### src/srss_pkg.sv
package srss_pkg;

   // ***************************************************************
   // I/O port addresses.
   // ***************************************************************
   localparam logic [15:0] SRSS_NMI_CAUSE_STATUS_ADDR = 16'h9072;
   localparam logic [15:0] SRSS_PORT_SHADOW_ADDR = 16'hD072;
   localparam logic [15:0] SRSS_IRQ_SHADOW_ADDR = 16'hD472;
   localparam logic [15:0] SRSS_RTC_SHADOW_ADDR = 16'hE472;
   localparam logic [15:0] SRSS_RTC_INDEX_IO_ADDR = 16'h0070;

   // ***************************************************************
   // Reset values.
   // ***************************************************************
   localparam logic [7:0] SRSS_RTC_INDEX_RESET = 8'h80;
   localparam logic [3:0] SRSS_RTC_RESERVED_RESET = 4'h0;
   // The identification value is arbitrary.
   localparam logic [1:0] SRSS_DEVICE_IDENT_DEFAULT = 2'h1;

   // ***************************************************************
   // Field positions.
   // ***************************************************************
   localparam int SRSS_NMI_FLAGS_LSB = 2;
   localparam int SRSS_IRQ_TIMEOUT_BIT = 15;
   localparam int SRSS_IRQ_IDENT_LSB = 13;
   localparam int SRSS_IRQ_MVEC_BIT = 12;
   localparam int SRSS_IRQ_SVEC_BIT = 11;
   localparam int SRSS_IRQ_SPECIAL_NESTED_MIRROR_BIT = 10;
   localparam int SRSS_IRQ_AEOI_BIT = 9;
   localparam int SRSS_IRQ_RAEOI_BIT = 8;
   localparam int SRSS_IRQ_MPRI_LSB = 5;
   localparam int SRSS_IRQ_SPRI_LSB = 2;
   localparam int SRSS_IRQ_MSMM_BIT = 1;
   localparam int SRSS_IRQ_SSMM_BIT = 0;
   localparam int SRSS_ICW4_SPECIAL_NESTED_MIRROR_BIT = 4;
   localparam int SRSS_ICW4_AEOI_BIT = 1;
   localparam int SRSS_VECTOR_MSB_BIT = 7;

   // ***************************************************************
   // Interrupt controller command codes.
   // ***************************************************************
   localparam logic [2:0] SRSS_OCW2_ROT_AEOI_SET = 3'h4;
   localparam logic [2:0] SRSS_OCW2_ROT_AEOI_CLR = 3'h0;
   localparam logic [1:0] SRSS_OCW2_PRIORITY_CMD = 2'h3;
   localparam logic [1:0] SRSS_OCW3_SMM_SET = 2'h3;
   localparam logic [1:0] SRSS_OCW3_SMM_CLR = 2'h2;

   // ***************************************************************
   // Timing.
   // ***************************************************************
   localparam int SRSS_CLK_MHZ = 250;
   localparam int SRSS_NO_DMA_WINDOW_NS = 30500;
   localparam int SRSS_NO_DMA_CYCLES =
      (SRSS_NO_DMA_WINDOW_NS * SRSS_CLK_MHZ + 999) / 1000;

   // ***************************************************************
   // Carriers.
   // ***************************************************************
   typedef struct packed {
      logic wr;
      logic rd;
      logic [15:0] addr;
      logic [15:0] wdata;
   } srss_io_req_t;

   typedef struct packed {
      logic icw2_wr;
      logic icw4_wr;
      logic ocw2_wr;
      logic ocw3_wr;
      logic [7:0] data;
   } srss_pic_wr_t;

   typedef struct packed {
      logic [1:0] serial_a_reg2_mirror;
      logic [1:0] serial_b_reg2_mirror;
      logic [3:0] parallel_reg2_mirror;
      logic [7:0] parallel_reg0_mirror;
   } srss_port_view_t;

endpackage : srss_pkg

### src/srss_cause_latch.sv
`timescale 1ns/1ps
`default_nettype none

module srss_cause_latch #(
   parameter bit ACTIVE_EDGE_ONLY = 1'b0
) (
   input wire logic sys_clk,
   input wire logic reset,
   input wire logic pm_input,
   input wire logic nmi_enable,
   input wire logic attn_enable,
   output logic cause_flag,
   output logic attn_flag,
   output logic input_status
);

   // ***************************************************************
   // Transition detection.
   // ***************************************************************
   logic pin_prev_reg;
   logic cause_reg;
   logic cause_next;
   logic attn_reg;
   logic attn_next;
   logic status_reg;
   logic status_next;
   wire logic rise = pm_input & ~pin_prev_reg;
   wire logic change = pm_input ^ pin_prev_reg;
   wire logic event_seen = ACTIVE_EDGE_ONLY ? rise : change;
   wire logic latching = nmi_enable | attn_enable;
   wire logic release_all = ~nmi_enable & ~attn_enable;

   // ***************************************************************
   // Flag and status next values; a new event wins over release.
   // ***************************************************************
   assign cause_next = (nmi_enable & event_seen) ? 1'b1 :
      (release_all ? 1'b0 : cause_reg);
   assign attn_next = (attn_enable & event_seen) ? 1'b1 :
      (release_all ? 1'b0 : attn_reg);
   assign status_next = latching ? (status_reg | event_seen) : pm_input;

   always_ff @(posedge sys_clk) begin
      if (reset) begin
         pin_prev_reg <= 1'b0;
         cause_reg <= 1'b0;
         attn_reg <= 1'b0;
         status_reg <= 1'b0;
      end else begin
         pin_prev_reg <= pm_input;
         cause_reg <= cause_next;
         attn_reg <= attn_next;
         status_reg <= status_next;
      end
   end

   assign cause_flag = cause_reg;
   assign attn_flag = attn_reg;
   assign input_status = status_reg;

endmodule : srss_cause_latch

`default_nettype wire

### src/srss_top.sv
`timescale 1ns/1ps
`default_nettype none

module srss_top #(
   parameter int NO_DMA_CYCLES = srss_pkg::SRSS_NO_DMA_CYCLES,
   parameter logic [1:0] DEVICE_IDENT = srss_pkg::SRSS_DEVICE_IDENT_DEFAULT
) (
   input wire logic sys_clk,
   input wire logic reset,
   input wire srss_pkg::srss_io_req_t io_req,
   input wire logic ext_regs_unlocked,
   output logic [15:0] io_rdata,
   output logic io_rdata_valid,
   input wire logic [5:0] pm_inputs,
   input wire logic [5:0] nmi_source_enables,
   input wire logic [5:0] local_attention_enables,
   output logic [5:0] nmi_cause_flags,
   output logic [5:0] local_attention_flags,
   output logic [5:0] pm_input_status,
   output logic nmi_request,
   output logic local_attention_request,
   input wire srss_pkg::srss_port_view_t port_view,
   input wire srss_pkg::srss_pic_wr_t pic_master_wr,
   input wire srss_pkg::srss_pic_wr_t pic_slave_wr,
   input wire logic idle_timeout_compare,
   input wire logic refresh_ref_input,
   input wire logic refresh_cycle,
   input wire logic cpu_irq_level,
   input wire logic bus_master_cycle
);

   // ***************************************************************
   // Parameter checks.
   // ***************************************************************
   if (NO_DMA_CYCLES < 1 || NO_DMA_CYCLES > 65535) begin : g_bad_window
      $error("NO_DMA_CYCLES must lie between 1 and 65535.");
   end

   // ***************************************************************
   // Power-management input cause latches.
   // ***************************************************************
   for (genvar i = 0; i < 6; i++) begin : g_cause
      srss_cause_latch #(
         .ACTIVE_EDGE_ONLY(i == 5)
      ) u_latch (
         .sys_clk(sys_clk),
         .reset(reset),
         .pm_input(pm_inputs[i]),
         .nmi_enable(nmi_source_enables[i]),
         .attn_enable(local_attention_enables[i]),
         .cause_flag(nmi_cause_flags[i]),
         .attn_flag(local_attention_flags[i]),
         .input_status(pm_input_status[i])
      );
   end

   // ***************************************************************
   // Interrupt requests to the processor side.
   // ***************************************************************
   assign nmi_request = |nmi_cause_flags;
   assign local_attention_request = |local_attention_flags;

   // ***************************************************************
   // Interrupt controller mirrors, one set per controller.
   // ***************************************************************
   srss_pkg::srss_pic_wr_t pic_wr [2];
   wire logic [1:0] vector_msb;
   wire logic [1:0] special_mask;
   wire logic [2:0] lowest_priority [2];
   logic special_nested_mirror_reg;
   logic auto_eoi_mirror_reg;
   logic rotate_auto_eoi_mirror_reg;

   assign pic_wr[0] = pic_master_wr;
   assign pic_wr[1] = pic_slave_wr;

   for (genvar c = 0; c < 2; c++) begin : g_pic
      wire logic [7:0] d = pic_wr[c].data;
      wire logic prio_cmd =
         pic_wr[c].ocw2_wr && d[7:6] == srss_pkg::SRSS_OCW2_PRIORITY_CMD;
      wire logic smm_set =
         pic_wr[c].ocw3_wr && d[6:5] == srss_pkg::SRSS_OCW3_SMM_SET;
      wire logic smm_clr =
         pic_wr[c].ocw3_wr && d[6:5] == srss_pkg::SRSS_OCW3_SMM_CLR;
      logic vector_msb_reg;
      logic [2:0] lowest_priority_reg;
      logic special_mask_reg;

      always_ff @(posedge sys_clk) begin
         if (reset) begin
            vector_msb_reg <= 1'b0;
            lowest_priority_reg <= 3'h0;
            special_mask_reg <= 1'b0;
         end else begin
            if (pic_wr[c].icw2_wr) begin
               vector_msb_reg <= d[srss_pkg::SRSS_VECTOR_MSB_BIT];
            end
            if (prio_cmd) begin
               lowest_priority_reg <= d[2:0];
            end
            if (smm_set) begin
               special_mask_reg <= 1'b1;
            end else if (smm_clr) begin
               special_mask_reg <= 1'b0;
            end
         end
      end

      assign vector_msb[c] = vector_msb_reg;
      assign lowest_priority[c] = lowest_priority_reg;
      assign special_mask[c] = special_mask_reg;
   end

   // ***************************************************************
   // Master-only mirrors; the slave settings are not kept.
   // ***************************************************************
   wire logic [2:0] master_ocw2_cmd = pic_master_wr.data[7:5];
   wire logic raeoi_set = pic_master_wr.ocw2_wr &&
      master_ocw2_cmd == srss_pkg::SRSS_OCW2_ROT_AEOI_SET;
   wire logic raeoi_clr = pic_master_wr.ocw2_wr &&
      master_ocw2_cmd == srss_pkg::SRSS_OCW2_ROT_AEOI_CLR;

   always_ff @(posedge sys_clk) begin
      if (reset) begin
         special_nested_mirror_reg <= 1'b0;
         auto_eoi_mirror_reg <= 1'b0;
      end else if (pic_master_wr.icw4_wr) begin
         special_nested_mirror_reg <=
            pic_master_wr.data[srss_pkg::SRSS_ICW4_SPECIAL_NESTED_MIRROR_BIT];
         auto_eoi_mirror_reg <=
            pic_master_wr.data[srss_pkg::SRSS_ICW4_AEOI_BIT];
      end
   end

   // ***************************************************************
   // Rotate on automatic end of interrupt, master only.
   // ***************************************************************
   always_ff @(posedge sys_clk) begin
      if (reset) begin
         rotate_auto_eoi_mirror_reg <= 1'b0;
      end else if (raeoi_set) begin
         rotate_auto_eoi_mirror_reg <= 1'b1;
      end else if (raeoi_clr) begin
         rotate_auto_eoi_mirror_reg <= 1'b0;
      end
   end

   // ***************************************************************
   // Clock index port capture.
   // ***************************************************************
   logic [7:0] rtc_index_mirror_reg;
   wire logic rtc_index_wr =
      io_req.wr && io_req.addr == srss_pkg::SRSS_RTC_INDEX_IO_ADDR;

   always_ff @(posedge sys_clk) begin
      if (reset) begin
         rtc_index_mirror_reg <= srss_pkg::SRSS_RTC_INDEX_RESET;
      end else if (rtc_index_wr) begin
         rtc_index_mirror_reg <= io_req.wdata[7:0];
      end
   end

   // ***************************************************************
   // Timing references.
   // ***************************************************************
   logic ref_prev_reg;
   logic half_refresh_ref_tick_reg;
   logic refresh_toggle_reg;
   wire logic ref_rise = refresh_ref_input & ~ref_prev_reg;

   always_ff @(posedge sys_clk) begin
      if (reset) begin
         ref_prev_reg <= 1'b0;
         half_refresh_ref_tick_reg <= 1'b0;
         refresh_toggle_reg <= 1'b0;
      end else begin
         ref_prev_reg <= refresh_ref_input;
         if (ref_rise) begin
            half_refresh_ref_tick_reg <= ~half_refresh_ref_tick_reg;
         end
         if (refresh_cycle) begin
            refresh_toggle_reg <= ~refresh_toggle_reg;
         end
      end
   end

   // ***************************************************************
   // Recent bus master activity window.
   // ***************************************************************
   localparam logic [15:0] NO_DMA_LAST = 16'(NO_DMA_CYCLES - 1);
   logic [15:0] no_dma_count_reg;
   logic no_recent_bus_master_reg;
   wire logic no_dma_expired = no_dma_count_reg == NO_DMA_LAST;

   always_ff @(posedge sys_clk) begin
      if (reset) begin
         no_dma_count_reg <= 16'h0000;
         no_recent_bus_master_reg <= 1'b0;
      end else if (bus_master_cycle) begin
         no_dma_count_reg <= 16'h0000;
         no_recent_bus_master_reg <= 1'b0;
      end else if (no_dma_expired) begin
         no_recent_bus_master_reg <= 1'b1;
      end else begin
         no_dma_count_reg <= no_dma_count_reg + 16'h0001;
      end
   end

   // ***************************************************************
   // Register images.
   // ***************************************************************
   logic [15:0] nmi_status_image;
   logic [15:0] port_shadow_image;
   logic [15:0] irq_shadow_image;
   logic [15:0] rtc_shadow_image;

   always_comb begin
      nmi_status_image = 16'h0000;
      nmi_status_image[srss_pkg::SRSS_NMI_FLAGS_LSB +: 6] =
         nmi_cause_flags;
   end

   assign port_shadow_image = {
      port_view.serial_a_reg2_mirror,
      port_view.serial_b_reg2_mirror,
      port_view.parallel_reg2_mirror,
      port_view.parallel_reg0_mirror
   };

   always_comb begin
      irq_shadow_image = 16'h0000;
      irq_shadow_image[srss_pkg::SRSS_IRQ_TIMEOUT_BIT] =
         idle_timeout_compare;
      irq_shadow_image[srss_pkg::SRSS_IRQ_IDENT_LSB +: 2] =
         DEVICE_IDENT;
      irq_shadow_image[srss_pkg::SRSS_IRQ_MVEC_BIT] =
         vector_msb[0];
      irq_shadow_image[srss_pkg::SRSS_IRQ_SVEC_BIT] =
         vector_msb[1];
      irq_shadow_image[srss_pkg::SRSS_IRQ_SPECIAL_NESTED_MIRROR_BIT] =
         special_nested_mirror_reg;
      irq_shadow_image[srss_pkg::SRSS_IRQ_AEOI_BIT] =
         auto_eoi_mirror_reg;
      irq_shadow_image[srss_pkg::SRSS_IRQ_RAEOI_BIT] =
         rotate_auto_eoi_mirror_reg;
      irq_shadow_image[srss_pkg::SRSS_IRQ_MPRI_LSB +: 3] =
         lowest_priority[0];
      irq_shadow_image[srss_pkg::SRSS_IRQ_SPRI_LSB +: 3] =
         lowest_priority[1];
      irq_shadow_image[srss_pkg::SRSS_IRQ_MSMM_BIT] =
         special_mask[0];
      irq_shadow_image[srss_pkg::SRSS_IRQ_SSMM_BIT] =
         special_mask[1];
   end

   assign rtc_shadow_image = {
      half_refresh_ref_tick_reg,
      refresh_toggle_reg,
      cpu_irq_level,
      no_recent_bus_master_reg,
      srss_pkg::SRSS_RTC_RESERVED_RESET,
      rtc_index_mirror_reg
   };

   // ***************************************************************
   // Read decode; reads change no state.
   // ***************************************************************
   wire logic hit_nmi =
      io_req.addr == srss_pkg::SRSS_NMI_CAUSE_STATUS_ADDR;
   wire logic hit_port = io_req.addr == srss_pkg::SRSS_PORT_SHADOW_ADDR;
   wire logic hit_irq = io_req.addr == srss_pkg::SRSS_IRQ_SHADOW_ADDR;
   wire logic hit_rtc = io_req.addr == srss_pkg::SRSS_RTC_SHADOW_ADDR;
   logic [15:0] read_mux;
   logic read_claim;

   always_comb begin
      read_mux = 16'h0000;
      read_claim = 1'b0;
      if (hit_rtc) begin
         read_mux = rtc_shadow_image;
         read_claim = 1'b1;
      end else if (!ext_regs_unlocked) begin
         read_mux = 16'h0000;
         read_claim = 1'b0;
      end else if (hit_nmi) begin
         read_mux = nmi_status_image;
         read_claim = 1'b1;
      end else if (hit_port) begin
         read_mux = port_shadow_image;
         read_claim = 1'b1;
      end else if (hit_irq) begin
         read_mux = irq_shadow_image;
         read_claim = 1'b1;
      end
   end

   // ***************************************************************
   // Registered read answer.
   // ***************************************************************
   logic [15:0] rdata_reg;
   logic rdata_valid_reg;

   always_ff @(posedge sys_clk) begin
      if (reset) begin
         rdata_valid_reg <= 1'b0;
      end else begin
         rdata_valid_reg <= io_req.rd & read_claim;
      end
   end

   always_ff @(posedge sys_clk) begin
      if (reset) begin
         rdata_reg <= 16'h0000;
      end else if (io_req.rd) begin
         rdata_reg <= read_mux;
      end
   end

   assign io_rdata = rdata_reg;
   assign io_rdata_valid = rdata_valid_reg;

endmodule : srss_top

`default_nettype wire

### config.mk
export PLATFORM = sky130hd
export DESIGN_NAME = srss_top
export DESIGN_NICKNAME = d
export VERILOG_FILES = /design/src/srss_pkg.sv /design/src/srss_cause_latch.sv /design/src/srss_top.sv
export SDC_FILE = /design/constraint.sdc
export NUM_CORES = 1
export LEC_CHECK = 0
export BUFFER_PORTS_ARGS = -buffer_cell sky130_fd_sc_hd__buf_2
export CORE_MARGIN = 10
export CORE_UTILIZATION = 49
export CTS_CLUSTER_SIZE = 8
export DETAILED_ROUTE_END_ITERATION = 8
export PLACE_DENSITY = 0.77
export SYNTH_ARGS = -nofsm -noshare
export SYNTH_HDL_FRONTEND = slang
export SYNTH_HIERARCHICAL = 1
export SYNTH_SLANG_ARGS = --single-unit
export TNS_END_PERCENT = 50
### constraint.sdc
create_clock -name sys_clk -period 2.9 [get_ports sys_clk]
set_clock_uncertainty 0.2 [all_clocks]
set_input_delay 0.29 -clock sys_clk [delete_from_list [all_inputs] [get_ports sys_clk]]
set_output_delay 0.29 -clock sys_clk [all_outputs]
set_load 0.02 [all_outputs]
# Yosys cells after proc, flatten, opt, wreduce, memory -nomap -nowiden
# Cells that the tools add are included.
classes:
  n_addsub: 1
  multipliers: 0
  div: 0
  order_cmp: 0
  eq_ne: 13
  shifts: 0
  n_mux: 40
  n_bitwise: 54
  reduce_logical: 28
ops:
  columns: ["operator", "n"]
  rows:
  - ["two-way mux 16 bit", 5]
  - ["== test 16 bit, second input constant", 4]
  - ["two-way mux 1 bit", 35]
  - ["nonzero test 2 bit", 15]
  - ["bitwise AND 1 bit", 21]
  - ["adder 16 x 1 -> 16 bit, second input constant", 1]
  - ["== test 16 x 13 -> 1 bit, second input constant", 1]
  - ["== test 16 x 7 -> 1 bit, second input constant", 1]
  - ["inverter 1 bit", 16]
  - ["== test 2 bit, second input constant", 6]
  - ["OR 1 bit", 12]
  - ["OR reduction 6 bit", 2]
  - ["logical AND 1 bit", 9]
  - ["XOR 1 bit", 5]
  - ["== test 3 bit, second input constant", 1]
  - ["zero test 3 bit", 1]
  - ["OR reduction 2 bit", 1]
totals:
  register_bits: 82
  latch_bits: 0
  mem_bits_rw: 0
  rom_bits: 0
  in_bits: 100
  word_cells: 177
  n_memories: 0

# Logic depth before layout (Yosys ltp)
logic_depth:
  depth_word: 7
  mapped_depth: 6
  ltp_nobuf: 6

# Modules after synthesis
# Netlist, hierarchy kept.
by_module_without_submodules:
  columns: ["module", "n_inst", "cells_per_inst", "area_each_um2", "seq_area_each_um2"]
  rows:
  - ["srss_top", 1, 285, 2631.3, 1161.1]
  - ["srss_cause_latch (g_cause[0].u_latch ...)", 5, 17, 151.4, 80.1]
  - ["srss_cause_latch (g_cause[5].u_latch)", 1, 15, 147.6, 80.1]

# Worst setup path after synthesis
# OpenSTA, ideal clock, no wires.
synth_path:
  path_kind: "input -> register"
  from: "input io_req[16] (netlist name)"
  to: "register rdata_reg[13], in the netlist io_rdata[13]"
  arrival_ns: 2.011
  required_ns: 2.642
  slack_ns: 0.631
  cell_stages: 5
  path_buffers: 0
  path_cell_list: "or4_4 > or3_4 > nor4b_4 > a32o_1 > a22o_2"
synth_via:
  elab_chain_cells: 6
synth_rtl:
  columns: ["element", "line_no", "source"]
  rows:
  - ["start: declaration", "srss_top.sv:10", "input wire srss_pkg::srss_io_req_t io_req,"]
  - ["== test 16 bit", "srss_top.sv:271", "wire logic hit_irq = io_req.addr == srss_pkg::SRSS_IRQ_SHADOW_ADDR;"]
  - ["two-way mux 16 bit", "srss_top.sv:291", "end else if (hit_irq) begin"]
  - ["two-way mux 16 bit", "srss_top.sv:288", "end else if (hit_port) begin"]
  - ["two-way mux 16 bit", "srss_top.sv:285", "end else if (hit_nmi) begin"]
  - ["two-way mux 16 bit", "srss_top.sv:282", "end else if (!ext_regs_unlocked) begin"]
  - ["two-way mux 16 bit (*)", "srss_top.sv:279", "if (hit_rtc) begin"]
  - ["end signal: assignment", "srss_top.sv:315", "rdata_reg <= read_mux;"]
  - ["end: declaration", "srss_top.sv:300", "logic [15:0] rdata_reg;"]
# Mark *: on every way between the ends. The rest lies on a longest branch, timed or not.
# A chain may end at the register's enable or synchronous reset.

# Worst setup path in the final report
layout_path:
  from: "input io_req[16] (netlist name)"
  to: "register rdata_reg[9], in the netlist io_rdata[9]"
# Same word-level chain as after synthesis.

==> impl_results.md <==
* Pwr per Cell Area at 468 mW/mm²
* Vias in the first global route at between 3000 and 4000
* Yosys top cell by area: dfxtp_1
* Maximum root-to-sink buffer count at 2
* Commonest non-fill, non-tap cell in the layout: buf_2
* Die W at 105 µm
* Number of max-cap violations at 0
* DRT antenna net count at 0
* Nets@finish at between 600 and 700
* Std-Cell Rows at 30
* Area after DPL at about 0.0043 mm²
* Num CTS Buffers at 9
* # diodes at 0
* Status: finished clean
* Worst setup margin at 0.686 ns
* Setup bufs post-CTS at 0
* Total gr overflow at 0
* Top FF cell, synth: dfxtp_1
* Grt peak-use layer: met2
* Worst Path Required at 2.98 ns
* Final setup viols at 0
* WP data arrival at ~2.3 ns
* TritonCTS Sinks at 82
* Post-DR wirelength/cell at 15.9 µm
* Fmax at 0.452 GHz
* First-pass GRT wire length at 16200 µm
* Post-detailed-placement half-perimeter wirelength at 7430 µm
* Synth area leaders: dfxtp_1, mux2i_1, nor2_1
* Synthesized area at 0.00354 mm²
* LEAKAGE at between 2 and 2.5 nW
* Initial antenna violation count at 0
* Max-slew violations at 0
* TritonRoute pass-1 iters at 4
* Hold path startpoint: io_req[3]
* # port buffers at 124
* Dpl ws at between 0.3 and 0.4 ns
* Syn_nets at about 500
* Worst Hold Class: in -> reg
* Worst slew margin at 46.6%
* Fill cells at 592
* Critical path launch point type: input port
* Post-route DRC at 0
* Die extent in y at 105 µm
* CP startpoint: io_req[16]
* Vias at between 3000 and 4000
* Met1 Usage GRT at 19.7%
* Total die area at 0.0110 mm²
* Register area share after synthesis at 46.4%
* Vias/cell at 5.25
* Synthesized area per cell at 9.18 µm²
* Unrepaired setup endpoints after global routing: no
* Clk_lat worst skew at 0.35 ns
* GR Layer Usage met2 at 30.5%
* Cells after Synth at 385
* CTS clk-pin slew, worst paths at about 0.080 ns
* Initial Util at 51.2%
* CP cell instances: buf_2 > or4_4 > or3_4 > nor4b_4 > nand3_2 > o21ai_1
* Share of cells above drive strength 1 at 30.4%
* Post-synth cell types at 46
* R2R Path Start: no_dma_count_reg[2]
* DR iter-0 viols at roughly 160
* Tcrit/Tclk final at about three quarters
* Async SR Flop Fraction at 0%
* Io pins at 137
* Design area at 0.00471 mm²
* Post-Route Setup TNS at 0 ns
* Minimum clock period at 2.21 ns
* Synth warnings at 6
* Slowest-stage cell, CP: or4_4
* Met3 Use GR at 4.05%
* CTS H-Tree Depth at 3
* Crit end category: register
* Flop-to-flop setup slack at 0.98 ns
* Area of the core at approximately 0.0069 mm²
* Final Hold Viols at 0
* Yosys top cell area share at 46.4%
* Total GRT Usage at between 15 and 20%
* EDFF count, synth at 0
* Worst stage delay on the critical path at ~0.56 ns
* CTS tree: yes
* Root Buffer: clkbuf_8
* Pwr Total at 2.21 mW
* #FFs+latches synth at 82
* CP max FO at 8
* Placer Congestion at about 0.83
* Commonest cells after routing, fill and taps aside: buf_2, dfxtp_1, nor2_1, nand2_1, dlygate4sd3_1
* Syn-to-layout area delta at 33.3%
* WL final at 10200 µm
* Largest net degree at the start of global routing at 51
* Slew @ Worst Pin at 0.798 ns
* Worst Setup Path Type: in -> reg
* Peak VDD IR at 0.000294 V
-- cell families (layout without fill, tap and decap cells) --
kind of cell	count (synthesis)	in the layout	synth area share, %
AO/OA/AOI/OAI	78	78	13.6
XOR/XNOR	20	20	4.95
adder cells (fa/ha/maj)	2	2	0.708
buffers and inverters	14	175	1.49
flip-flops	82	82	46.4
multiplexers	33	33	9.70
AND/OR/NAND/NOR	156	156	23.2
-- worst max-delay path: cells and delay by family --
| kind | cells | cell delay, ns |
|---|---|---|
| AO/OA/AOI/OAI | 1 | 0.17 |
| AND/OR/NAND/NOR | 4 | 1.73 |
| buffers and inverters | 1 | 0.10 |
-- what timing repair did --
action | CTS | global route
endpoints found under the hold margin | 24 | 0
hold buffers | 28 | 0
resized for setup | 0 | 0
-- layer usage --
metal | share of wire, % | vias up
met2 | 49 | 116
met4 | 3.4 | 0
met1 | 42 | 1539
li1 | - | 1687
met5 | 0 | -
met3 | 5.2 | 29
-- metrics by stage --
step                hold WS, ns  utilization [%]  instances
floorplan                 0.159                -        385
global placement          0.234             61.9        599
detailed placement        0.241             61.9        599
CTS                     0.00154             68.2        642
global route             0.0177             68.2        642
finish                  0.00939             68.2        642
-- final cells by class --
type                    instances  area (µm²)  area share, %
clock buffers                  10         128           2.71
well taps                      96         120           2.55
flip-flops and latches         82        1640           34.8
clock inverters                 5        32.5          0.690
repair buffers                157         938           19.9
multi-input cells             289        1840           39.1
inverters                       3        11.3          0.239
-- cells in the mapped netlist (5+ instances only) --
| cell | count |
|---|---|
| nor2_1 | 45 |
| mux2_2 | 10 |
| o21ai_0 | 20 |
| a31oi_1 | 5 |
| mux2i_1 | 23 |
| nor4_1 | 5 |
| o21bai_1 | 6 |
| dfxtp_1 | 82 |
| a32oi_1 | 6 |
| a22oi_1 | 6 |
| nor3_1 | 13 |
| o211ai_1 | 5 |
| a21oi_1 | 22 |
| clkbuf_1 | 9 |
| nor2b_1 | 8 |
| xor2_1 | 14 |
| nand3_1 | 14 |
| xnor2_1 | 6 |
| nand2_1 | 32 |
| or2_0 | 5 |
-- final timing paths --
kind                                  end  cells past startpoint
setup / recovery              io_rdata[9]                      6
hold / removal    rtc_index_mirror_reg[3]                      3
setup reg to reg      no_dma_count_reg[1]                      5
hold reg to reg               io_rdata[8]                      2
-- power breakdown --
| group | leakage (nW) | switching (mW) | internal, mW |
|---|---|---|---|
| clock network | 0.0742 | 0.390 | 0.303 |
| logic | 1.31 | 0.166 | 0.150 |
| registers | 0.670 | 0.0300 | 1.17 |
| total | 2.05 | 0.586 | 1.62 |
No activity file was read; power rests on OpenSTA's default activity.
